## src/dmp_map.svh

```systemverilog
// Register offsets, field positions, reset values and timing in ns
`ifndef DMP_MAP_SVH
`define DMP_MAP_SVH
`define DMP_OFF_CTRL      12'h000
`define DMP_OFF_CHCFG0    12'h004
`define DMP_OFF_CHCFG1    12'h008
`define DMP_OFF_PERIOD0   12'h00c
`define DMP_OFF_PERIOD1   12'h010
`define DMP_OFF_PULSE0    12'h014
`define DMP_OFF_PULSE1    12'h018
`define DMP_OFF_STATUS    12'h01c
`define DMP_OFF_REC_NUM   12'h020
`define DMP_REC_HS        8'h80
`define DMP_CTRL_PARALLEL 0
`define DMP_CF_PERMIT     0
`define DMP_CF_INTERP_LO  1
`define DMP_CF_DIR        3
`define DMP_CF_HS         4
`define DMP_CF_DELAY_LO   8
`define DMP_CF_MODE_LO    12
`define DMP_CF_RESET      32'h0000_0000
`define DMP_PERIOD_RESET  32'h0000_03e8
`define DMP_PULSE_RESET   32'h0000_0000
`define DMP_DLY_TICK_NS   100000
`define DMP_CLK_NS        100
`endif

```

## src/dmp_pkg.sv

```systemverilog
// Types shared by the motor PWM drive files
package dmp_pkg;
  typedef enum logic [1:0] {
    DMP_DI_INPUT, DMP_DI_RUN_GATE, DMP_DI_EXT_STOP, DMP_DI_RSVD
  } dmp_interp_t;
  typedef enum logic [2:0] {
    DMP_M_PULSE, DMP_M_PWM, DMP_M_TRAIN, DMP_M_DELAY, DMP_M_FREQ,
    DMP_M_DCMOTOR, DMP_M_RSVD6, DMP_M_RSVD7
  } dmp_mode_t;
  typedef struct packed {
    logic        forward_drive_out;
    logic        backward_drive_out;
  } dmp_drive_t;
  typedef struct packed {
    logic        software_run_permit;
    dmp_interp_t input_interpretation_select;
    logic        backward;
    logic        high_speed;
    logic [2:0]  delay_sel;
    dmp_mode_t   mode;
    logic [31:0] period;
    logic [31:0] pulse;
  } dmp_chan_cfg_t;
  typedef struct packed {
    logic        sequence_running_flag;
    logic        filtered_in;
    dmp_drive_t  drive;
    logic [3:0]  completed_sequence_counter;
  } dmp_chan_sts_t;
endpackage

```

## src/dmp_in_filter.sv

```systemverilog
// Selectable-delay noise filter with edge detection for the digital input
`timescale 1ns/1ps
`include "dmp_map.svh"
module dmp_in_filter
  import dmp_pkg::*;
(
  // Clock and reset
  input  wire logic       pclk,
  input  wire logic       presetn,
  // Raw input and delay choice
  input  wire logic       raw_in,
  input  wire logic [2:0] delay_sel,
  // Filtered level and edges
  output logic            level_q,
  output logic            rise_q,
  output logic            fall_q
);
  localparam int TICK_CYC = (`DMP_DLY_TICK_NS + `DMP_CLK_NS - 1) / `DMP_CLK_NS;
  logic [9:0]  tick_cnt_q;
  logic        tick;
  logic [7:0]  stable_cnt_q;
  logic [7:0]  need;

  // Delay 0 passes every sample; others need 2**sel ticks of stability
  assign need = (delay_sel == 3'h0) ? 8'h00 : 8'(8'h01 << delay_sel);
  assign tick = (tick_cnt_q == 10'(TICK_CYC - 1));

  always_ff @(posedge pclk or negedge presetn) begin
    if (!presetn) begin
      tick_cnt_q <= 10'h000;
    end else if (tick) begin
      tick_cnt_q <= 10'h000;
    end else begin
      tick_cnt_q <= tick_cnt_q + 10'h001;
    end
  end

  always_ff @(posedge pclk or negedge presetn) begin
    if (!presetn) begin
      stable_cnt_q <= 8'h00;
      level_q      <= 1'b0;
      rise_q       <= 1'b0;
      fall_q       <= 1'b0;
    end else begin
      rise_q <= 1'b0;
      fall_q <= 1'b0;
      if (raw_in == level_q) begin
        stable_cnt_q <= 8'h00;
      end else if (stable_cnt_q >= need) begin
        stable_cnt_q <= 8'h00;
        level_q      <= raw_in;
        rise_q       <= raw_in;
        fall_q       <= !raw_in;
      end else if (tick) begin
        stable_cnt_q <= stable_cnt_q + 8'h01;
      end
    end
  end
endmodule // dmp_in_filter

```

## src/dmp_channel.sv

```systemverilog
// One motor drive channel: sequence control and PWM with direction
`timescale 1ns/1ps
`include "dmp_map.svh"
module dmp_channel
  import dmp_pkg::*;
(
  // Clock and reset
  input  wire logic          pclk,
  input  wire logic          presetn,
  // Configuration and input
  input  dmp_pkg::dmp_chan_cfg_t cfg,
  input  wire logic          raw_in,
  // Status and drive
  output dmp_pkg::dmp_chan_sts_t sts
);
  logic        lvl, rise, fall;
  logic        run_q;
  logic [31:0] cnt_q;
  logic        last_dir_q;
  logic        dead_q;
  dmp_drive_t  drv_q;

  dmp_in_filter u_filt (
    .pclk      (pclk),
    .presetn   (presetn),
    .raw_in    (raw_in),
    .delay_sel (cfg.delay_sel),
    .level_q   (lvl),
    .rise_q    (rise),
    .fall_q    (fall)
  );

  always_ff @(posedge pclk or negedge presetn) begin
    if (!presetn) begin
      run_q <= 1'b0;
    end else if (!cfg.software_run_permit) begin
      run_q <= 1'b0;
    end else begin
      unique case (cfg.input_interpretation_select)
        DMP_DI_RUN_GATE: begin
          if (rise) run_q <= 1'b1;
          else if (fall) run_q <= 1'b0;
        end
        DMP_DI_EXT_STOP: begin
          if (rise) run_q <= 1'b0;
          else if (!run_q && !lvl) run_q <= 1'b1;
        end
        default: run_q <= 1'b1;
      endcase
    end
  end

  always_ff @(posedge pclk or negedge presetn) begin
    if (!presetn) begin
      cnt_q <= 32'h0000_0000;
    end else if (!run_q || cnt_q + 32'h1 >= cfg.period) begin
      cnt_q <= 32'h0000_0000;
    end else begin
      cnt_q <= cnt_q + 32'h0000_0001;
    end
  end

  always_ff @(posedge pclk or negedge presetn) begin
    if (!presetn) begin
      last_dir_q <= 1'b0;
      dead_q     <= 1'b0;
    end else begin
      last_dir_q <= cfg.backward;
      dead_q     <= (last_dir_q != cfg.backward);
    end
  end

  always_ff @(posedge pclk or negedge presetn) begin
    if (!presetn) begin
      drv_q <= '0;
    end else if (!run_q || dead_q || last_dir_q != cfg.backward ||
                 cnt_q >= cfg.pulse) begin
      drv_q <= '0;
    end else begin
      drv_q.forward_drive_out  <= !cfg.backward;
      drv_q.backward_drive_out <= cfg.backward;
    end
  end

  always_comb begin
    sts.sequence_running_flag      = run_q;
    sts.filtered_in                = lvl;
    sts.drive                      = drv_q;
    sts.completed_sequence_counter = 4'h0;
  end
endmodule // dmp_channel

```

## src/dmp_top.sv

```systemverilog
// Two-channel DC motor PWM drive with APB register access
//
// Summary of operation
// - Gate rise starts sequence after delay
// - Gate fall stops sequence after delay
// - External stop rise halts sequence
// - Input filtered by selectable delay
// - Idle or interpulse: both outputs low
// - Forward pulse drives first output only
// - Backward pulse drives second output only
// - Pulses repeat at period with duty
// - High-speed only in two-channel operation
// - High-speed per channel, record 128; record number is not checked here
// - Parallel mode locks channel 1, high-speed
// - High-speed allowed in five pulse modes
// - High-speed refused in DC motor mode
// - Running flag mirrors sequence state
// - Sequence counter stays zero here
`timescale 1ns/1ps
`include "dmp_map.svh"
module dmp_top
  import dmp_pkg::*;
(
  // APB clock and reset
  input  wire logic        pclk,
  input  wire logic        presetn,
  // APB slave
  input  wire logic        psel,
  input  wire logic        penable,
  input  wire logic        pwrite,
  input  wire logic [11:0] paddr,
  input  wire logic [31:0] pwdata,
  output logic      [31:0] prdata,
  output logic             pready,
  output logic             pslverr,
  // Digital inputs
  input  wire logic [1:0]  raw_in,
  // Motor outputs
  output logic [1:0]       forward_drive_out,
  output logic [1:0]       backward_drive_out,
  output logic [1:0]       sequence_running_flag
);
  logic          parallel_q;
  logic [31:0]   chcfg_q  [2];
  logic [31:0]   period_q [2];
  logic [31:0]   pulse_q  [2];
  logic [7:0]    rec_num_q;
  logic          wr_en, rd_en;
  dmp_chan_cfg_t cfg [2];
  dmp_chan_sts_t sts [2];

  // High-speed only in the five pulse modes, never in DC motor mode
  function automatic logic hs_mode_ok(input logic [2:0] m);
    return (m <= 3'(DMP_M_FREQ));
  endfunction

  function automatic logic [31:0] cfg_filter(input logic [31:0] v,
                                              input logic        par);
    logic [31:0] r;
    r = v;
    if (par || !hs_mode_ok(v[`DMP_CF_MODE_LO +: 3])) begin
      r[`DMP_CF_HS] = 1'b0;
    end
    return r;
  endfunction

  assign wr_en = psel && penable && pwrite;
  assign rd_en = psel && !penable && !pwrite;

  always_ff @(posedge pclk or negedge presetn) begin
    if (!presetn) begin
      parallel_q <= 1'b0;
      rec_num_q  <= 8'h00;
    end else if (wr_en && paddr == `DMP_OFF_CTRL) begin
      parallel_q <= pwdata[`DMP_CTRL_PARALLEL];
    end else if (wr_en && paddr == `DMP_OFF_REC_NUM) begin
      rec_num_q <= pwdata[7:0];
    end
  end

  genvar g;
  generate
    for (g = 0; g < 2; g++) begin : g_ch
      localparam logic [11:0] OC = (g == 0) ? `DMP_OFF_CHCFG0
                                            : `DMP_OFF_CHCFG1;
      localparam logic [11:0] OP = (g == 0) ? `DMP_OFF_PERIOD0
                                            : `DMP_OFF_PERIOD1;
      localparam logic [11:0] OW = (g == 0) ? `DMP_OFF_PULSE0
                                            : `DMP_OFF_PULSE1;
      logic locked;
      assign locked = (g == 1) && parallel_q;

      always_ff @(posedge pclk or negedge presetn) begin
        if (!presetn) begin
          chcfg_q[g]  <= `DMP_CF_RESET;
          period_q[g] <= `DMP_PERIOD_RESET;
          pulse_q[g]  <= `DMP_PULSE_RESET;
        end else if (locked) begin
          chcfg_q[g] <= `DMP_CF_RESET;
        end else if (wr_en && paddr == OC) begin
          chcfg_q[g] <= cfg_filter(pwdata, parallel_q);
        end else if (wr_en && paddr == OP) begin
          period_q[g] <= pwdata;
        end else if (wr_en && paddr == OW) begin
          pulse_q[g] <= pwdata;
        end else begin
          // Record number is kept for software only; it gates nothing
          // Parallel or mode changes withdraw a stale high-speed bit
          chcfg_q[g] <= cfg_filter(chcfg_q[g], parallel_q);
        end
      end

      always_comb begin
        cfg[g].software_run_permit = chcfg_q[g][`DMP_CF_PERMIT];
        cfg[g].input_interpretation_select =
          dmp_interp_t'(chcfg_q[g][`DMP_CF_INTERP_LO +: 2]);
        cfg[g].backward   = chcfg_q[g][`DMP_CF_DIR];
        cfg[g].high_speed = chcfg_q[g][`DMP_CF_HS];
        cfg[g].delay_sel  = chcfg_q[g][`DMP_CF_DELAY_LO +: 3];
        cfg[g].mode       = dmp_mode_t'(chcfg_q[g][`DMP_CF_MODE_LO +: 3]);
        cfg[g].period     = period_q[g];
        cfg[g].pulse      = pulse_q[g];
      end

      dmp_channel u_ch (
        .pclk    (pclk),
        .presetn (presetn),
        .cfg     (cfg[g]),
        .raw_in  (raw_in[g]),
        .sts     (sts[g])
      );

      always_ff @(posedge pclk or negedge presetn) begin
        if (!presetn) begin
          forward_drive_out[g]     <= 1'b0;
          backward_drive_out[g]    <= 1'b0;
          sequence_running_flag[g] <= 1'b0;
        end else begin
          forward_drive_out[g]     <= sts[g].drive.forward_drive_out;
          backward_drive_out[g]    <= sts[g].drive.backward_drive_out;
          sequence_running_flag[g] <= sts[g].sequence_running_flag;
        end
      end
    end
  endgenerate

  function automatic logic [7:0] sts_byte(input dmp_chan_sts_t s);
    return {s.completed_sequence_counter, s.filtered_in,
            s.drive.backward_drive_out, s.drive.forward_drive_out,
            s.sequence_running_flag};
  endfunction

  // Read data registered in setup; answer in the access cycle
  always_ff @(posedge pclk or negedge presetn) begin
    if (!presetn) begin
      prdata  <= 32'h0000_0000;
      pready  <= 1'b0;
      pslverr <= 1'b0;
    end else begin
      pready  <= psel && !penable;
      pslverr <= psel && !penable && (paddr > `DMP_OFF_REC_NUM ||
                                      paddr[1:0] != 2'h0);
      if (rd_en) begin
        unique case (paddr)
          `DMP_OFF_CTRL:    prdata <= {31'h0, parallel_q};
          `DMP_OFF_CHCFG0:  prdata <= chcfg_q[0];
          `DMP_OFF_CHCFG1:  prdata <= chcfg_q[1];
          `DMP_OFF_PERIOD0: prdata <= period_q[0];
          `DMP_OFF_PERIOD1: prdata <= period_q[1];
          `DMP_OFF_PULSE0:  prdata <= pulse_q[0];
          `DMP_OFF_PULSE1:  prdata <= pulse_q[1];
          `DMP_OFF_STATUS:  prdata <= {16'h0, sts_byte(sts[1]),
                                       sts_byte(sts[0])};
          `DMP_OFF_REC_NUM: prdata <= {24'h0, rec_num_q};
          default:          prdata <= 32'h0000_0000;
        endcase
      end
    end
  end
endmodule // dmp_top

```

## config.mk

```make
export PLATFORM = sky130hd
export DESIGN_NAME = dmp_top
export DESIGN_NICKNAME = d
export VERILOG_FILES = /design/src/dmp_pkg.sv /design/src/dmp_in_filter.sv /design/src/dmp_channel.sv /design/src/dmp_top.sv
export VERILOG_INCLUDE_DIRS = /design/src
export SDC_FILE = /design/constraint.sdc
export NUM_CORES = 1
export LEC_CHECK = 0
export ABC_CLOCK_PERIOD_IN_PS = 5200
export BUFFER_PORTS_ARGS = -buffer_cell sky130_fd_sc_hd__buf_2
export CORE_MARGIN = 2
export CORE_UTILIZATION = 47
export CTS_CLUSTER_DIAMETER = 80
export DETAILED_ROUTE_END_ITERATION = 8
export PLACE_DENSITY = 0.67
export SYNTH_ARGS = -nofsm -noshare
export SYNTH_HDL_FRONTEND = slang
export SYNTH_SLANG_ARGS = --single-unit
export TNS_END_PERCENT = 50
```

## constraint.sdc

```tcl
create_clock -name pclk -period 5.2 [get_ports pclk]
set_input_delay 1.04 -clock pclk [delete_from_list [all_inputs] [get_ports pclk]]
set_output_delay 1.04 -clock pclk [all_outputs]
set_load 0.005 [all_outputs]
```

==> out/results.txt <==
Status -> finished, final reports clean
Synth area leader -> dfrtp_1
Leak pwr -> 0.0105 uW
Final WL -> 52.4 mm
R2R cell count -> 11
DRT antenna net count -> 0
GPL Wtd Cong -> 0.916
DR vias -> 14800
GR Overflow Total -> 0
Final Max Tran Viols -> 0
TritonCTS clock tree -> done
Reg2reg end -> g_ch[1].u_ch.cnt_q[2]
RSZ-0062 raised after global routing -> no
Most used cell, CP -> nor3_1
Crit path max fanout -> 32
Sequential area share after synthesis -> 0.467
Postcts setup bufs -> 0
Initial Utilization -> 0.473
Max cap viols -> 0
Register area -> 8950 um^2
DP Cell Count -> 2507
Slew margin rel. -> 0.265
EDFF count, synth -> 0
Worst hold path type -> reg2reg
Synthesized cell area -> 19200 um^2
Post_cts resized -> 0
Vias per cell -> 5.73
First-pass GRT wire length -> 82.9 mm
Cell chain of the critical path -> and3_1, nand3_1, nor3_1, xor2_1, ha_1, nand4_1, nor3_1, o311ai_0, o211ai_1, a211o_1, nor2b_1
Share of the synthesized area in the top cell type -> 0.450
Drt drc -> 0
Final worst path period share -> 0.770
Die width -> 206 um
Yosys warns -> 0
Routed len/inst -> 20.3 um
Worst Setup Start Kind -> flop
Area occupied by multi-input gates -> 9390 um^2
Synth-to-Final Area Change -> 12.2%
Final setup fails -> 0
Clk slew on worst S/H paths -> 0.06 ns
Crit path arrival time -> 4.40 ns
Largest cells by area after synthesis -> dfrtp_1 (45%), ha_1 (9.9%), nand2_1 (6.0%)
Initial drt markers -> 1126
Syn_nets -> 2147
Initial antenna violation count -> 1
Power per cell area -> 271 nW/um^2
Worst VDD drop -> 199 uV
Die Span Y -> 206 um
Worst Skew -> 0.0162 ns
I/O pins -> 91
Cell variety after synth -> 64
Util after Layout -> 0.531
Fmax -> 250 MHz
Worst r2r src -> g_ch[1].u_ch.cnt_q[2]
Final Hold Fails -> 0
Fraction of layout cells with a size suffix above 1 -> 0.123
CTS HTree Levels -> 2
Filler cell count -> 3599
# nets final -> 2220
Worst Path Required -> 5.59 ns
CTS Buffer Depth -> 3
Sink Count -> 357
Cell family with most CP delay -> simple AND/OR/NAND/NOR gates
Vias in the first global route -> 14600
Slowest-stage cell, CP -> a211o_1
Drt first pass iters -> 8
Top FF cell, synth -> dfrtp_1
Fin cells -> 2581
Row count -> 74
Slew @ Worst Pin -> 1.10 ns
CTS Hold Bufs -> 0
Crit path depth -> 11
Worst setup endpoint -> g_ch[1].u_ch.cnt_q[2]
Power Total -> 5830 uW
CP endpoint kind -> flop
DP HPWL -> 38.3 mm
Synth async-reset ratio -> 1.00
Die area -> 42400 um^2
CP peak stage delay -> 0.91 ns
PortBufs -> 90
Clock Latency Late Sink -> 0.57 ns
Mapped Cells -> 1944
Final critical-path required period -> 4.00 ns
Worst Setup SP -> g_ch[1].u_ch.cnt_q[2]
Setup tns final -> 0 ns
Crit path kind -> reg2reg
Synth Area per Inst -> 9.87 um^2
#FFs+latches synth -> 357
CORE AREA -> 40600 um^2
CP Buf/Inv Count -> 0
CTS root buffer -> clkbuf_16
Largest net degree at the start of global routing -> 119
Total CTS buffers -> 40
R2r setup slk -> 1.20 ns
Gr usage total -> 0.254
==> metrics by stage <==
| stage | area [um^2] | setup WS (ns) | hold slack, ns |
|---|---|---|---|
| 4_1_cts | 21500 | 1.20 | 0.443 |
| 2_1_floorplan | 19200 | 2.12 | 0.349 |
| 3_5_place_dp | 20200 | 1.21 | 0.430 |
| 6_report | 21500 | 1.20 | 0.449 |
| 5_1_grt | 21500 | 0.695 | 0.461 |
| 3_3_place_gp | 20200 | 1.33 | 0.426 |
==> layout by cell type, fill, tap and decap left out, drive strengths merged, types with 20 or more instances in the layout <==
| cell type | netlist | routed |
|---|---|---|
| a21oi | 87 | 87 |
| a22o | 34 | 34 |
| a22oi | 58 | 58 |
| buf | 25 | 112 |
| clkbuf | 56 | 61 |
| dfrtp | 345 | 345 |
| ha | 152 | 152 |
| inv | 145 | 147 |
| mux2 | 77 | 77 |
| mux2i | 20 | 20 |
| nand2 | 308 | 308 |
| nand3 | 61 | 61 |
| nand4 | 42 | 42 |
| nor2 | 70 | 70 |
| nor2b | 74 | 74 |
| o21ai | 96 | 96 |
| xnor2 | 53 | 53 |
| xor2 | 37 | 37 |
==> flip-flops by register name, indices dropped and copies added (netlist names), 4 cells and up <==
name,count
prdata,32
chcfg_q,42
g_ch.u_ch.cnt_q,64
g_ch.u_ch.sts,4
cfg,150
g_ch.u_ch.u_filt.tick_cnt_q,20
rec_num_q,8
g_ch.u_ch.u_filt.stable_cnt_q,16
==> Yosys cell counts (5+ instances only) <==
cell type,n
xnor2_1,53
a22oi_1,58
nand3_1,61
mux2_2,47
or3_1,5
nor4_1,7
a211oi_1,5
nor3b_1,11
nand2b_1,7
a222oi_1,7
and3_1,19
nand2_1,308
o211ai_1,10
o21ai_1,12
nor2b_1,74
a22o_1,34
mux2_1,30
nand4_1,42
inv_1,145
mux2i_1,20
ha_1,152
nor2_1,70
o21ai_0,84
buf_2,23
and4_1,9
dfrtp_1,345
o31ai_1,5
clkbuf_1,56
dfstp_2,12
and2_1,8
a21oi_1,87
nand3b_1,8
xor2_1,37
a21o_1,12
nor3_1,15
==> layout make-up <==
cell class | instances | share of cell area
diodes | 1 | 0.000116
clock buffers | 61 | 0.0549
clock inverters | 12 | 0.00680
inverters | 145 | 0.0253
multi-input cells | 1361 | 0.436
flip-flops and latches | 357 | 0.416
well taps | 532 | 0.0309
repair buffers | 112 | 0.0302
==> where the power goes <==
group	switching (uW)	internal [uW]	leakage, uW	total, uW
Sequential	4.59	2780	0.00460	2790
Clock	1150	1720	0.000656	2870
Combinational	134	38.7	0.00519	173
Total	1290	4540	0.0105	5830
==> routing by layer <==
| layer | part of all wire | global-route usage | routed length, um | vias up |
|---|---|---|---|---|
| met2 | 0.45 | 0.396 | 23700 | 462 |
| met5 | 0 | 0 | 0 | - |
| met3 | 0.064 | 0.0374 | 3330 | 89 |
| met4 | 0.033 | 0.0962 | 1750 | 0 |
| li1 | - | - | - | 6938 |
| met1 | 0.45 | 0.358 | 23600 | 7291 |
==> worst reg2reg max path, delay by kind of cell (launching register included) <==
| family | cells | cell delay, ns |
|---|---|---|
| flip-flops | 1 | 0.42 |
| adder cells (fa/ha/maj) | 1 | 0.37 |
| AND/OR/NAND/NOR | 6 | 1.60 |
| AO/OA/AOI/OAI | 3 | 1.28 |
| XOR/XNOR | 1 | 0.18 |
==> worst min path at each step <==
stage | startpoint | end | slack [ns] | cells past startpoint
floorplan | g_ch[1].u_ch.sts[4] | backward_drive_out[1] | 0.35 | 0
global placement | g_ch[1].u_ch.sts[4] | backward_drive_out[1] | 0.43 | 0
detailed placement | g_ch[1].u_ch.sts[4] | backward_drive_out[1] | 0.43 | 0
CTS | g_ch[1].u_ch.sts[4] | backward_drive_out[1] | 0.44 | 0
global route | g_ch[1].u_ch.sts[4] | backward_drive_out[1] | 0.46 | 0
finish | g_ch[1].u_ch.sts[4] | backward_drive_out[1] | 0.45 | 0
==> cell families (layout without fill, tap and decap cells) <==
| kind of cell | Yosys count | count (layout) | synth area share |
|---|---|---|---|
| AND/OR/NAND/NOR | 665 | 665 | 0.169 |
| flip-flops | 357 | 357 | 0.467 |
| AO/OA/AOI/OAI | 355 | 355 | 0.120 |
| buffers and inverters | 226 | 330 | 0.0457 |
| adder cells (fa/ha/maj) | 152 | 152 | 0.0992 |
| multiplexers | 99 | 99 | 0.0580 |
| XOR/XNOR | 90 | 90 | 0.0411 |
| other | 0 | 1 | 0 |
No activity file was read; power rests on OpenSTA's default activity.
